[config.mk]
export PLATFORM = sky130hd
export DESIGN_NAME = tdcspi_command_port
export DESIGN_NICKNAME = d
export VERILOG_FILES = /design/src/logic/tdcspi_pkg.sv /design/src/logic/tdcspi_gate_if.sv /design/src/logic/tdcspi_command_port.sv /design/src/logic/tdcspi_edge_det.sv /design/src/logic/tdcspi_gate_timer.sv
export SDC_FILE = /design/constraint.sdc
export NUM_CORES = 1
export LEC_CHECK = 0
export ABC_CLOCK_PERIOD_IN_PS = 13770
export BUFFER_PORTS_ARGS = -buffer_cell sky130_fd_sc_hd__buf_2
export CORE_AREA = 5 5 169 171
export DETAILED_ROUTE_END_ITERATION = 8
export DIE_AREA = 0 0 174 176
export PLACE_DENSITY = 0.95
export SYNTH_ARGS = -nofsm -noshare
export SYNTH_HDL_FRONTEND = slang
export SYNTH_HIERARCHICAL = 1
export SYNTH_SLANG_ARGS = --single-unit
[constraint.sdc]
create_clock -name mclk -period 13.77 [get_ports mclk]
set_input_delay 1.377 -clock mclk [delete_from_list [all_inputs] [get_ports mclk]]
set_output_delay 1.377 -clock mclk [all_outputs]
set_load 0.01 [all_outputs]
[src/logic/tdcspi_pkg.sv]
package tdcspi_pkg;

    // Opcodes: full bytes for the two resets, top three bits for the access type
    localparam logic [7:0] OPC_POWER = 8'h30;
    localparam logic [7:0] OPC_INIT = 8'h18;
    localparam logic [2:0] OPC_WRITE_CFG = 3'h4;
    localparam logic [2:0] OPC_READ_RES = 3'h3;
    localparam logic [2:0] OPC_READ_CFG = 3'h2;

    // Register space
    localparam int ADDR_W = 5;
    localparam int CFG_COUNT = 18;
    localparam int RES_FIRST = 8;
    localparam int CHAN_COUNT = 4;
    localparam int BYTES_PER_CHAN = 6;
    localparam int RES_COUNT = CHAN_COUNT * BYTES_PER_CHAN;
    localparam int SUBDIV_ADDR = 6;
    localparam logic [CFG_COUNT-1:0][7:0] CFG_DEFAULTS = '0;
    localparam logic [2:0] LAST_BIT = 3'h7;

    // Result coding
    localparam logic [23:0] EMPTY_MARK = 24'h0F_FFFF;
    localparam logic [23:0] IDX_SAT_MAX = 24'h00_FFFF;
    localparam logic [19:0] SUBDIV_NONE = 20'h0_0000;

    // Timing
    localparam int CLK_PERIOD_NS = 100;
    localparam int SELECT_HOLD_NS = 1000;
    localparam int HOLD_CYCLES = (SELECT_HOLD_NS + CLK_PERIOD_NS - 1) / CLK_PERIOD_NS;
    localparam int HOLD_W = $clog2(HOLD_CYCLES + 1);
    localparam int REF_OPEN_PULSES = 16;
    localparam int GATE_W = $clog2(REF_OPEN_PULSES + 1);

    typedef enum logic [1:0] {SHIFT_OPCODE, WRITE_DATA, READ_DATA, DISCARD} tdcspi_phase_type;

    typedef struct packed {
        tdcspi_phase_type phase;
        logic [2:0] bitCnt;
        logic [7:0] shiftIn;
        logic [7:0] shiftOut;
        logic [ADDR_W-1:0] addr;
        logic readCfg;
        logic misoBit;
        logic measuring;
        logic restart;
        logic halt;
        logic [HOLD_W-1:0] holdCnt;
        logic [CFG_COUNT-1:0][7:0] cfg;
    } tdcspi_core_type;

    typedef struct packed {
        logic counting;
        logic open;
        logic [GATE_W-1:0] pulses;
    } tdcspi_gate_type;

endpackage

[src/logic/tdcspi_gate_if.sv]
`timescale 1ns/10ps
interface tdcspi_gate_if;
    logic restart;
    logic halt;
    logic refTick;
    logic stopsOpen;
    modport ctrl(output restart, output halt, output refTick, input stopsOpen);
    modport timer(input restart, input halt, input refTick, output stopsOpen);
endinterface

[src/logic/tdcspi_command_port.sv]
`timescale 1ns/10ps
module tdcspi_command_port (
    // Clock and reset
    input wire logic mclk,
    input wire logic sys_rst,
    // Serial link
    input wire logic chipSelectN,
    input wire logic sck,
    input wire logic mosi,
    output logic miso,
    output logic misoDriveN,
    // Measurement core
    input wire logic refClk,
    input wire logic [tdcspi_pkg::CHAN_COUNT-1:0] chanEmpty,
    input wire logic [tdcspi_pkg::CHAN_COUNT-1:0][23:0] refPeriodIndex,
    input wire logic [tdcspi_pkg::CHAN_COUNT-1:0][19:0] stopTimeValue,
    // Control and status
    output logic measuring,
    output logic coreRestart,
    output logic porBusy,
    output logic stopsOpen,
    output logic [19:0] refPeriodSubdivisions,
    output logic [tdcspi_pkg::CFG_COUNT-1:0][7:0] configBytes
);
    tdcspi_pkg::tdcspi_core_type coreState_reg;
    tdcspi_pkg::tdcspi_core_type coreState_next;
    logic sckRise;
    logic sckFall;
    logic refRise;
    logic [7:0] byteIn;
    logic byteDone;
    logic opcodeDone;
    logic [tdcspi_pkg::ADDR_W-1:0] selAddr;
    logic selCfg;
    logic [7:0] readByte;
    logic [tdcspi_pkg::RES_COUNT-1:0][7:0] resBytes;
    logic [tdcspi_pkg::ADDR_W-1:0] resIdx;

    tdcspi_gate_if gateBus();

    tdcspi_edge_det sckEdge (
        .mclk(mclk),
        .sys_rst(sys_rst),
        .level(sck),
        .rise(sckRise),
        .fall(sckFall)
    );

    tdcspi_edge_det refEdge (
        .mclk(mclk),
        .sys_rst(sys_rst),
        .level(refClk),
        .rise(refRise),
        .fall()
    );

    tdcspi_gate_timer gateTimer (
        .mclk(mclk),
        .sys_rst(sys_rst),
        .gate(gateBus.timer)
    );

    assign gateBus.restart = coreState_reg.restart;
    assign gateBus.halt = coreState_reg.halt;
    assign gateBus.refTick = refRise;

    assign refPeriodSubdivisions = {coreState_reg.cfg[tdcspi_pkg::SUBDIV_ADDR + 2][3:0],
        coreState_reg.cfg[tdcspi_pkg::SUBDIV_ADDR + 1],
        coreState_reg.cfg[tdcspi_pkg::SUBDIV_ADDR]};

    // Result bytes per channel: three index bytes then three stop bytes, MSB first
    always_comb begin
        logic [23:0] idxField;
        logic [19:0] stopVal;
        logic [23:0] stopField;
        idxField = '0;
        stopVal = '0;
        stopField = '0;
        resBytes = '0;
        for (int c = 0; c < tdcspi_pkg::CHAN_COUNT; c++) begin
            // Output width settings are deliberately not consulted here
            if (refPeriodIndex[c] > tdcspi_pkg::IDX_SAT_MAX) begin
                idxField = tdcspi_pkg::IDX_SAT_MAX;
            end else begin
                idxField = refPeriodIndex[c];
            end
            stopVal = stopTimeValue[c];
            if (refPeriodSubdivisions != tdcspi_pkg::SUBDIV_NONE &&
                stopVal >= refPeriodSubdivisions) begin
                stopVal = refPeriodSubdivisions - 20'h0_0001;
            end
            stopField = {4'h0, stopVal};
            if (chanEmpty[c]) begin
                idxField = tdcspi_pkg::EMPTY_MARK;
                stopField = tdcspi_pkg::EMPTY_MARK;
            end
            resBytes[c * tdcspi_pkg::BYTES_PER_CHAN + 0] = idxField[23:16];
            resBytes[c * tdcspi_pkg::BYTES_PER_CHAN + 1] = idxField[15:8];
            resBytes[c * tdcspi_pkg::BYTES_PER_CHAN + 2] = idxField[7:0];
            resBytes[c * tdcspi_pkg::BYTES_PER_CHAN + 3] = stopField[23:16];
            resBytes[c * tdcspi_pkg::BYTES_PER_CHAN + 4] = stopField[15:8];
            resBytes[c * tdcspi_pkg::BYTES_PER_CHAN + 5] = stopField[7:0];
        end
    end

    assign byteIn = {coreState_reg.shiftIn[6:0], mosi};
    assign byteDone = !chipSelectN && sckFall && coreState_reg.bitCnt == tdcspi_pkg::LAST_BIT;
    assign opcodeDone = byteDone && coreState_reg.phase == tdcspi_pkg::SHIFT_OPCODE &&
        coreState_reg.holdCnt == '0;

    // Byte to present next: the opcode's address, or the one after the current
    always_comb begin
        if (coreState_reg.phase == tdcspi_pkg::SHIFT_OPCODE) begin
            selAddr = byteIn[tdcspi_pkg::ADDR_W-1:0];
            selCfg = byteIn[7:5] == tdcspi_pkg::OPC_READ_CFG;
        end else begin
            selAddr = coreState_reg.addr + 5'h01;
            selCfg = coreState_reg.readCfg;
        end
        resIdx = selAddr - 5'(tdcspi_pkg::RES_FIRST);
        readByte = 8'h00;
        if (selCfg) begin
            if (selAddr < 5'(tdcspi_pkg::CFG_COUNT)) begin
                readByte = coreState_reg.cfg[selAddr];
            end
        end else if (selAddr >= 5'(tdcspi_pkg::RES_FIRST)) begin
            readByte = resBytes[resIdx];
        end
    end

    always_comb begin
        coreState_next = coreState_reg;
        coreState_next.restart = 1'h0;
        coreState_next.halt = 1'h0;
        if (coreState_reg.holdCnt != '0) begin
            coreState_next.holdCnt = coreState_reg.holdCnt - 1'h1;
        end
        if (chipSelectN) begin
            coreState_next.phase = tdcspi_pkg::SHIFT_OPCODE;
            coreState_next.bitCnt = '0;
        end else begin
            if (sckRise && coreState_reg.phase == tdcspi_pkg::READ_DATA) begin
                coreState_next.misoBit = coreState_reg.shiftOut[7];
                coreState_next.shiftOut = {coreState_reg.shiftOut[6:0], 1'h0};
            end
            if (sckFall) begin
                coreState_next.shiftIn = byteIn;
                coreState_next.bitCnt = coreState_reg.bitCnt + 3'h1;
            end
            if (byteDone) begin
                unique case (coreState_reg.phase)
                    tdcspi_pkg::SHIFT_OPCODE: begin
                        coreState_next.phase = tdcspi_pkg::DISCARD;
                        coreState_next.addr = byteIn[tdcspi_pkg::ADDR_W-1:0];
                        if (coreState_reg.holdCnt != '0) begin
                            coreState_next.addr = coreState_reg.addr;
                        end else if (byteIn == tdcspi_pkg::OPC_POWER) begin
                            coreState_next.cfg = tdcspi_pkg::CFG_DEFAULTS;
                            coreState_next.measuring = 1'h0;
                            coreState_next.halt = 1'h1;
                            coreState_next.holdCnt = tdcspi_pkg::HOLD_W'(tdcspi_pkg::HOLD_CYCLES);
                        end else if (byteIn == tdcspi_pkg::OPC_INIT) begin
                            // Queued results are kept; the core only sees a restart
                            coreState_next.measuring = 1'h1;
                            coreState_next.restart = 1'h1;
                        end else if (byteIn[7:5] == tdcspi_pkg::OPC_WRITE_CFG) begin
                            coreState_next.phase = tdcspi_pkg::WRITE_DATA;
                        end else if (byteIn[7:5] == tdcspi_pkg::OPC_READ_CFG ||
                            byteIn[7:5] == tdcspi_pkg::OPC_READ_RES) begin
                            coreState_next.phase = tdcspi_pkg::READ_DATA;
                            coreState_next.readCfg = selCfg;
                            coreState_next.shiftOut = readByte;
                        end else begin
                            coreState_next.addr = coreState_reg.addr;
                        end
                    end
                    tdcspi_pkg::WRITE_DATA: begin
                        if (coreState_reg.addr < 5'(tdcspi_pkg::CFG_COUNT)) begin
                            coreState_next.cfg[coreState_reg.addr] = byteIn;
                        end
                        coreState_next.addr = coreState_reg.addr + 5'h01;
                    end
                    tdcspi_pkg::READ_DATA: begin
                        coreState_next.addr = coreState_reg.addr + 5'h01;
                        coreState_next.shiftOut = readByte;
                    end
                    tdcspi_pkg::DISCARD: begin
                    end
                endcase
            end
        end
    end

    always_ff @(posedge mclk or posedge sys_rst) begin
        if (sys_rst) begin
            coreState_reg <= '0;
        end else begin
            coreState_reg <= coreState_next;
        end
    end

    assign miso = coreState_reg.misoBit;
    assign misoDriveN = chipSelectN || coreState_reg.phase != tdcspi_pkg::READ_DATA;
    assign measuring = coreState_reg.measuring;
    assign coreRestart = coreState_reg.restart;
    assign porBusy = coreState_reg.holdCnt != '0;
    assign stopsOpen = gateBus.stopsOpen;
    assign configBytes = coreState_reg.cfg;

    // Result field coding, checked per channel on the bytes offered for readout
    for (genvar ch = 0; ch < tdcspi_pkg::CHAN_COUNT; ch++) begin : gChanCheck
        localparam int BASE = ch * tdcspi_pkg::BYTES_PER_CHAN;
        logic [23:0] idxSeen;
        logic [23:0] stopSeen;
        assign idxSeen = {resBytes[BASE], resBytes[BASE + 1], resBytes[BASE + 2]};
        assign stopSeen = {resBytes[BASE + 3], resBytes[BASE + 4], resBytes[BASE + 5]};

    end
endmodule

[src/logic/tdcspi_edge_det.sv]
`timescale 1ns/10ps
module tdcspi_edge_det #(
    parameter logic RESET_LEVEL = 1'h0
) (
    // Clock and reset
    input wire logic mclk,
    input wire logic sys_rst,
    // Sampled level and its edges
    input wire logic level,
    output logic rise,
    output logic fall
);
    logic prev_reg;
    logic prev_next;

    always_comb begin
        prev_next = level;
    end

    always_ff @(posedge mclk or posedge sys_rst) begin
        if (sys_rst) begin
            prev_reg <= RESET_LEVEL;
        end else begin
            prev_reg <= prev_next;
        end
    end

    assign rise = level && !prev_reg;
    assign fall = !level && prev_reg;
endmodule

[src/logic/tdcspi_gate_timer.sv]
`timescale 1ns/10ps
module tdcspi_gate_timer (
    // Clock and reset
    input wire logic mclk,
    input wire logic sys_rst,
    // Control from the command port
    tdcspi_gate_if.timer gate
);
    tdcspi_pkg::tdcspi_gate_type gate_reg;
    tdcspi_pkg::tdcspi_gate_type gate_next;

    always_comb begin
        gate_next = gate_reg;
        if (gate.halt) begin
            gate_next = '0;
        end else if (gate.restart) begin
            gate_next.counting = 1'h1;
            gate_next.open = 1'h0;
            gate_next.pulses = '0;
        end else if (gate.refTick && gate_reg.counting) begin
            gate_next.pulses = gate_reg.pulses + 1'h1;
            // Stops open only after the full count of reference pulses
            if (gate_next.pulses == tdcspi_pkg::GATE_W'(tdcspi_pkg::REF_OPEN_PULSES)) begin
                gate_next.counting = 1'h0;
                gate_next.open = 1'h1;
            end
        end
    end

    always_ff @(posedge mclk or posedge sys_rst) begin
        if (sys_rst) begin
            gate_reg <= '0;
        end else begin
            gate_reg <= gate_next;
        end
    end

    assign gate.stopsOpen = gate_reg.open;
endmodule

# Yosys cells after proc, flatten, opt, wreduce, memory -nomap -nowiden
# Cells that the tools add are included.
# op_classes
add_sub_neg	6
order_cmp	15
n_eq_ne	14
n_mux	66
bitwise	5
reduce_logical	38
# op_table
operator	n
$mux W150	3
$pmux W144 S2	1
$mux W24	8
$mux W20	8
$mux W149	1
$bwmux W144	1
$mux W144	1
$gt A24 B16 Y1 const B	4
$bmux W8 S5	2
$ge A20 B20 Y1	4
$mux W8	9
$mux W14	4
$demux W8 S5	1
$mux W7	3
$mux W5	4
$reduce_bool A20 Y1	1
$sub A20 B1 Y20 const B	1
$lt A5 B6 Y1 const B	3
$mux W2	8
$pmux W8 S2	1
$logic_and A1 B1 Y1	12
$reduce_bool A2 Y1	6
$mux W11	1
$add A5 B1 Y5 const B	2
other kinds (31)	55
# word_totals
regBits	188
in_bits	186
word_cells	178

# Depth between registers and ports, before layout
# Gate-level depths: netlist of run 1.
# logic_depth
depth_word	15
mapped_depth	18

# Modules after synthesis
# Netlist of run 1, hierarchy kept.
# by_module_without_submodules
module	instances	cells_each	area_per_inst_um2	seq_area_each_um2
tdcspi_command_port	1	1957	15647.5	4454.3
tdcspi_gate_timer	1	39	387.9	175.2
tdcspi_edge_det	2	4	43.8	25.0

# Least setup slack after synthesis of run 1
# Ideal clock, no wire load.
# synth_path
kind	input to register
from	input stopTimeValue[18] (netlist bit)
to	register coreState_reg[158] (netlist bit)
arrival_ps	3885
path_slack_ps	9761
stages	10
path_cell_list	ha_1 nand4_1 or4_1 o21ai_1 o21a_1 buf_2 mux2_2 o221ai_1 nand4_1 a211o_1
# synth_via
elab_chain_cells	15
# synth_rtl
element	line	text
start, declared	tdcspi_command_port.sv:16	input wire logic [tdcspi_pkg::CHAN_COUNT-1:0][19:0] stopTimeValue,
$ge A20 B20 Y1 *	tdcspi_command_port.sv:89	stopVal >= refPeriodSubdivisions) begin
$logic_and A1 B1 Y1 *	tdcspi_command_port.sv:88	if (refPeriodSubdivisions != tdcspi_pkg::SUBDIV_NONE &&
$mux W20 *	tdcspi_command_port.sv:88	
$mux W20 *	tdcspi_command_port.sv:93	if (chanEmpty[c]) begin
$bmux W8 S5 *	tdcspi_command_port.sv:127	readByte = resBytes[resIdx];
$mux W8 (implied by the code) *	tdcspi_command_port.sv:127	
$mux W8 *	tdcspi_command_port.sv:126	end else if (selAddr >= 5'(tdcspi_pkg::RES_FIRST)) begin
$mux W8 *	tdcspi_command_port.sv:122	if (selCfg) begin
$mux W8	tdcspi_command_port.sv:168	end else if (byteIn[7:5] == tdcspi_pkg::OPC_READ_CFG ||
$mux W14	tdcspi_command_port.sv:166	end else if (byteIn[7:5] == tdcspi_pkg::OPC_WRITE_CFG) begin
$mux W14	tdcspi_command_port.sv:162	end else if (byteIn == tdcspi_pkg::OPC_INIT) begin
$mux W14	tdcspi_command_port.sv:157	end else if (byteIn == tdcspi_pkg::OPC_POWER) begin
$mux W8	tdcspi_command_port.sv:155	if (coreState_reg.holdCnt != '0) begin
$pmux W8 S2 *	tdcspi_command_port.sv:151	unique case (coreState_reg.phase)
$mux W14 *	tdcspi_command_port.sv:150	if (byteDone) begin
end signal, assigned	tdcspi_command_port.sv:198	coreState_reg <= coreState_next;
end, declared	tdcspi_command_port.sv:25	tdcspi_pkg::tdcspi_core_type coreState_reg;
# Every way passes the cells marked *; elsewhere a longest branch is shown, timed or not. The select of a mux whose other input is x is not followed.
# A chain may end at the register's enable or synchronous reset.

# Worst setup path in the final report of run 1
# layout_path
from	register coreState_reg[178] (netlist bit)
to	register coreState_reg[161] (netlist bit)
# layout_via
elab_chain_cells	14
word_cells_on_any_way	23
# layout_rtl
element	line	text
$logic_not A2 Y1	tdcspi_command_port.sv:113, tdcspi_command_port.sv:151	
$mux W5	tdcspi_command_port.sv:113	if (coreState_reg.phase == tdcspi_pkg::SHIFT_OPCODE) begin
$sub A5 B4 Y5	tdcspi_command_port.sv:120	resIdx = selAddr - 5'(tdcspi_pkg::RES_FIRST);
$bmux W8 S5	tdcspi_command_port.sv:127	
$mux W8 (implied by the code)	tdcspi_command_port.sv:127	
$mux W8	tdcspi_command_port.sv:126	
$mux W8	tdcspi_command_port.sv:122	
$mux W8	tdcspi_command_port.sv:168	
$mux W14	tdcspi_command_port.sv:166	
$mux W14	tdcspi_command_port.sv:162	
$mux W14	tdcspi_command_port.sv:157	
$mux W8	tdcspi_command_port.sv:155	
$pmux W8 S2	tdcspi_command_port.sv:151	
$mux W14 *	tdcspi_command_port.sv:150	
# Marks and branches as above.

==> flow_summary.toml, run 1 <==
[power_and_ir_drop]
clkPwrFrac_pct = 31.0
p_int_uw = 979
combPwrFrac_pct = 32.0
total_power_uw = 1660
seq_power_share_pct = 37.0
p_leak_uw = 0.00817
powerDensity_nw_per_um2 = 96.0
p_sw_uw = 680
peakVddDrop_mv = 0.0942
sw_frac_of_total_pct = 41.0

[route]
num_vias = 17700
highest_layer = "met4"
drc = 0
dr_wl_met3_um = 9680
dr.pass1.iters = 7
wl_um = 69000
drtAntennaViolNets = 0
drt-initial-drc-count = 3280
viasPerCell = 7.19
wl_met2_um = 29700
wl_met1_um = 23700
wl_per_cell_um = 28.0

[clock_tree]
clockBufferDepth = 2
root_buffer = "clkbuf_16"
cts_buffers = 17
cts-htree-levels = 4
cts_sinks = 187
cts_resized = 0
cts_tree = "done"
path_clk_slew_ns = 0.09
postCtsSetupBuffers = 0
postCtsHoldBufs = 0
clock_latency_ns = 0.45

[status]
status = "finished, final reports clean"

[floorplan]
start_util_pct = 60.3
core_um2 = 26700
ios = 356
die_width_um = 174
fp-row-count = 60
die-area_um2 = 30600
die_h_um = 176

[timing]
maxSlewHeadroom_pct = 11.8
finClkSkew_ns = 0.0162
setup_viol = 0
period_needed_ns = 5.09
drv_slew = 0
hold_violations = 0
clock.fmax_mhz = 196
rsz0062_at_grt = "false"
tns_ns = 0
min_period_over_period_pct = 37.0
worstMarginPinSlew_ns = 1.32

[min_path]
hold_path.class = "flip-flop to flip-flop"

[global_route]
grt_use_total_pct = 43.1
antenna_found_initial = 0
grt_pass1_wl_um = 102000
grt_start_max_net_pins = 115
grt_pass1_vias = 16800
overflow = 0

[setup_path]
path_max_fanout = 45
cpMaxStageDelayCell = "nor2_1"
worstSetupPathType = "flip-flop to flip-flop"
end_kind = "flip-flop"
worstPathRequired_ns = 14.11
worstPathArrival_ns = 5.44
critPathMaxStageDelay_ns = 1.02
path_buf_inv = 2
critPathTopFamily = "simple AND/OR/NAND/NOR gates"
path_cells = "inv_1 -> ha_1 -> nand2b_1 -> and2_2 -> buf_4 -> nor2_1 -> a221oi_1 -> o21ai_0 -> o31ai_1 -> o211a_1 -> o41ai_1"
start_kind = "flip-flop"

[final_layout]
nets = 2395
final_layout_size_suffix_gt1_share_pct = 22.5
syn_to_final_growth_pct = 7.31
largest_reg_flops = 144
fin_cells = 2463
num_antenna_cells = 0

[synth]
synthCells = 2003
yosys_warnings = 6
synth.net_count = 2288
syn_area_per_cell_um2 = 8.05
syn-cell-area_um2 = 16100

[run]
drv_cap = 0

[place]
place_congestion = 1.14
dp_cells = 2432
io_buffers = 355
dpl.hpwl_um = 51400
## power by group through the flow
stage / Sequential [uW] / Clock (uW) / Combinational [uW]
finish: 614 / 515 / 531
global route: 612 / 536 / 549
detailed placement: 619 / 0 / 493
global placement: 618 / 0 / 487
CTS: 608 / 511 / 499
floorplan: 572 / 0 / 343
## path summary, 6_finish.rpt
check	startpoint	to	slack [ns]	cells past startpoint
max in group asynchronous	sys_rst	coreState_reg[153]$_DFFE_PP0P_	10.93	3
max	coreState_reg[178]$_DFFE_PP0P_	coreState_reg[161]$_DFFE_PP0N_	8.68	11
min	measuring$_DFFE_PP0P_	measuring$_DFFE_PP0P_	0.48	1
min reg2reg	measuring$_DFFE_PP0P_	measuring$_DFFE_PP0P_	0.48	1
min in group asynchronous	sys_rst	refEdge/prev_reg$_DFF_PP0_	0.82	2
max reg2reg	coreState_reg[178]$_DFFE_PP0P_	coreState_reg[161]$_DFFE_PP0N_	8.68	11
## layer usage
metal,global-route usage (%),vias up
li1,-,7284
met1,53.9,8212
met2,67.6,1732
met3,11.7,483
met4,25.1,0
met5,0,-
## cell type report
type                    count  area, um2
repair buffers            379       1960
flip-flops and latches    187       4680
well taps                 341        427
multi-input cells        1478       9440
fillers                  2244       9430
inverters                  47        181
clock inverters            14        180
clock buffers              17        425
## through the flow
stage	hold WS, ns	setup WS (ns)	utilization (%)	area, um2
4_1_cts	0.488	8.97	64.7	17300
3_5_place_dp	0.470	8.50	62.4	16700
5_1_grt	0.502	8.56	64.7	17300
2_1_floorplan	0.465	7.56	-	16100
3_3_place_gp	0.461	8.63	62.4	16700
6_report	0.483	8.68	64.7	17300
## cell usage in the layout, fill, tap and decap left out, drive strengths merged, types with 17 or more instances in the layout
| master | count |
|---|---|
| buf | 379 |
| nand2 | 301 |
| a21oi | 212 |
| dfrtp | 187 |
| nand3 | 171 |
| nor2 | 126 |
| ha | 99 |
| o21ai | 79 |
| mux2i | 70 |
| inv | 50 |
| nor3 | 31 |
| a211oi | 25 |
| xnor2 | 23 |
| o211ai | 22 |
| nand4 | 22 |
| a31oi | 19 |
| clkbuf | 17 |
Power figures use the tool's default switching activity.
==> run 2: changes to the inputs <==
Settings changed: ABC_AREA set to 1, ABC_CLOCK_PERIOD_IN_PS 13770 to 4600, CORE_AREA 5 5 169 171 to 5 5 186 188, DIE_AREA 0 0 174 176 to 0 0 191 193, PLACE_DENSITY 0.95 to 0.86.
Clock period 13.77 ns to 4.6 ns, I/O delays scaled along.
==> run 2 against run 1 <==
Clock power increased to 3.1 times the previous value. Sequential cell count unchanged. Fmax increased by 38%. Setup slack got worse by 7.8 ns. Non-clock buffer count decreased by 1. Clock skew increased by 0.0099 ns. Via count increased by 0.80%. Die area increased by 20%. Design area increased by 3.0%. Sequential share of layout area decreased by 0.79 points.
==> flow_summary.toml, run 2 <==
[setup_path]
path_max_fanout = 24
worstPathRequired_ns = 4.95
end_kind = "flip-flop"
worstPathArrival_ns = 4.03
worstSetupPathType = "flip-flop to flip-flop"
start_kind = "flip-flop"

[floorplan]
die_h_um = 193
die-area_um2 = 36900
ios = 356
start_util_pct = 50.0
fp-row-count = 67
die_width_um = 191
core_um2 = 32900

[final_layout]
seq_area_um2 = 4680
nets = 2800
num_antenna_cells = 0
final_util_pct = 54.1
final_layout_size_suffix_gt1_share_pct = 19.5
final_cell_mix = "552 x nand2_1, 355 x buf_2, 245 x inv_1"
final_common_cell = "nand2_1"
syn_to_final_growth_pct = 8.19
multi_input_area_um2 = 8920
largest_reg_flops = 144
n_fill_cell = 3178

[global_route]
grt_start_max_net_pins = 118
grt_use_total_pct = 36.9
grt_pass1_vias = 17000
overflow = 0
grt_pass1_wl_um = 103000
antenna_found_initial = 0

[clock_tree]
clock_latency_ns = 0.47
cts_buffers = 17
postCtsSetupBuffers = 0
cts-htree-levels = 4
path_clk_slew_ns = 0.09
cts_tree = "done"
clockBufferDepth = 2
root_buffer = "clkbuf_16"
cts_sinks = 187

[timing]
hold_violations = 0
setup_viol = 0
period_needed_ns = 3.68
clock.fmax_mhz = 272
tns_ns = 0
worstMarginPinSlew_ns = 1.04
rsz0062_at_grt = "false"
maxSlewHeadroom_pct = 30.6
drv_slew = 0
min_period_over_period_pct = 80.0
finClkSkew_ns = 0.0261

[run]
drv_cap = 0

[route]
viasPerCell = 6.00
dr.pass1.iters = 8
wl_um = 70300
wl_per_cell_um = 23.6
drtAntennaViolNets = 0
num_vias = 17900
drt-initial-drc-count = 2101
drc = 0

[power_and_ir_drop]
peakVddDrop_mv = 0.258
p_leak_uw = 0.00972
powerDensity_nw_per_um2 = 279

[synth]
synthCells = 2387
synth.net_count = 2672
syn-cell-area_um2 = 16500
yosys_warnings = 6
syn_area_per_cell_um2 = 6.90

[place]
dpl.hpwl_um = 54600
place_congestion = 1.05
io_buffers = 355

[min_path]
hold_path.class = "input pin to flip-flop"

[status]
status = "finished, final reports clean"
-- run 2: report_power, final --
part | internal, uW | switching, uW
Clock | 761 | 847
Combinational | 474 | 1100
Sequential | 1710 | 76.1
-- run 2: path summary, 6_finish.rpt --
kind	cells after the start	slack, ns	end	start
max in group asynchronous	4	2.93	configBytes[15]$_DFFE_PP0P_	sys_rst
min in group asynchronous	3	0.41	sckEdge/prev_reg$_DFF_PP0_	sys_rst
worst min-delay path	1	0.12	refEdge/prev_reg$_DFF_PP0_	refClk
worst min register to register	2	0.50	measuring$_DFFE_PP0P_	measuring$_DFFE_PP0P_
worst max register to register	17	0.92	coreState_reg[161]$_DFFE_PP0N_	coreState_reg[153]$_DFFE_PP0P_
worst max-delay path	17	0.92	coreState_reg[161]$_DFFE_PP0N_	coreState_reg[153]$_DFFE_PP0P_
-- run 2: timing repair --
action,CTS,global route
hold endpoints to repair,9,0
gates resized for setup,0,0
hold buffers,1,0
-- run 2: final cells by class --
cell class | count | share of cell area (%)
clock buffer | 17 | 2.39
clock inverter | 15 | 1.19
inverter | 275 | 5.89
multi-input combinational | 1656 | 50.1
sequential | 187 | 26.3
tap | 448 | 3.15
timing repair buffer | 378 | 11.0
-- run 2: worst max-delay path: stages (launching register included) --
cell	delay (ns)
dfrtp_1	0.42
inv_1	0.15
ha_1	0.36
inv_1	0.11
o21a_4	0.35
inv_4	0.21
nor2_4	0.38
inv_2	0.33
o221ai_1	0.41
o211ai_1	0.16
nand2_1	0.14
nand2_1	0.07
nand3_1	0.09
nor2_1	0.05
a21oi_1	0.12
nand2_1	0.07
nand2_1	0.05
a21oi_1	0.06
-- run 2: metal layers --
layer / up-vias / GRT usage (%) / share of wire (%)
li1: 7997 / - / -
met1: 8326 / 48.1 / 38
met2: 1264 / 58.5 / 44
met3: 266 / 6.12 / 11
met4: 0 / 21.0 / 6.6
met5: - / 0 / 0
-- run 2: through the flow --
stage	instance area, um2	hold slack (ns)	instances	power, uW	setup slack (ns)
after CTS	17800	0.125	2976	4930	1.04
after global routing	17800	0.123	2976	5170	0.620
after global placement	17200	0.342	2943	3330	1.11
after floorplan	16500	0.189	2387	2800	1.86
after detailed placement	17200	0.344	2943	3350	1.04
final	17800	0.122	2976	4980	0.921
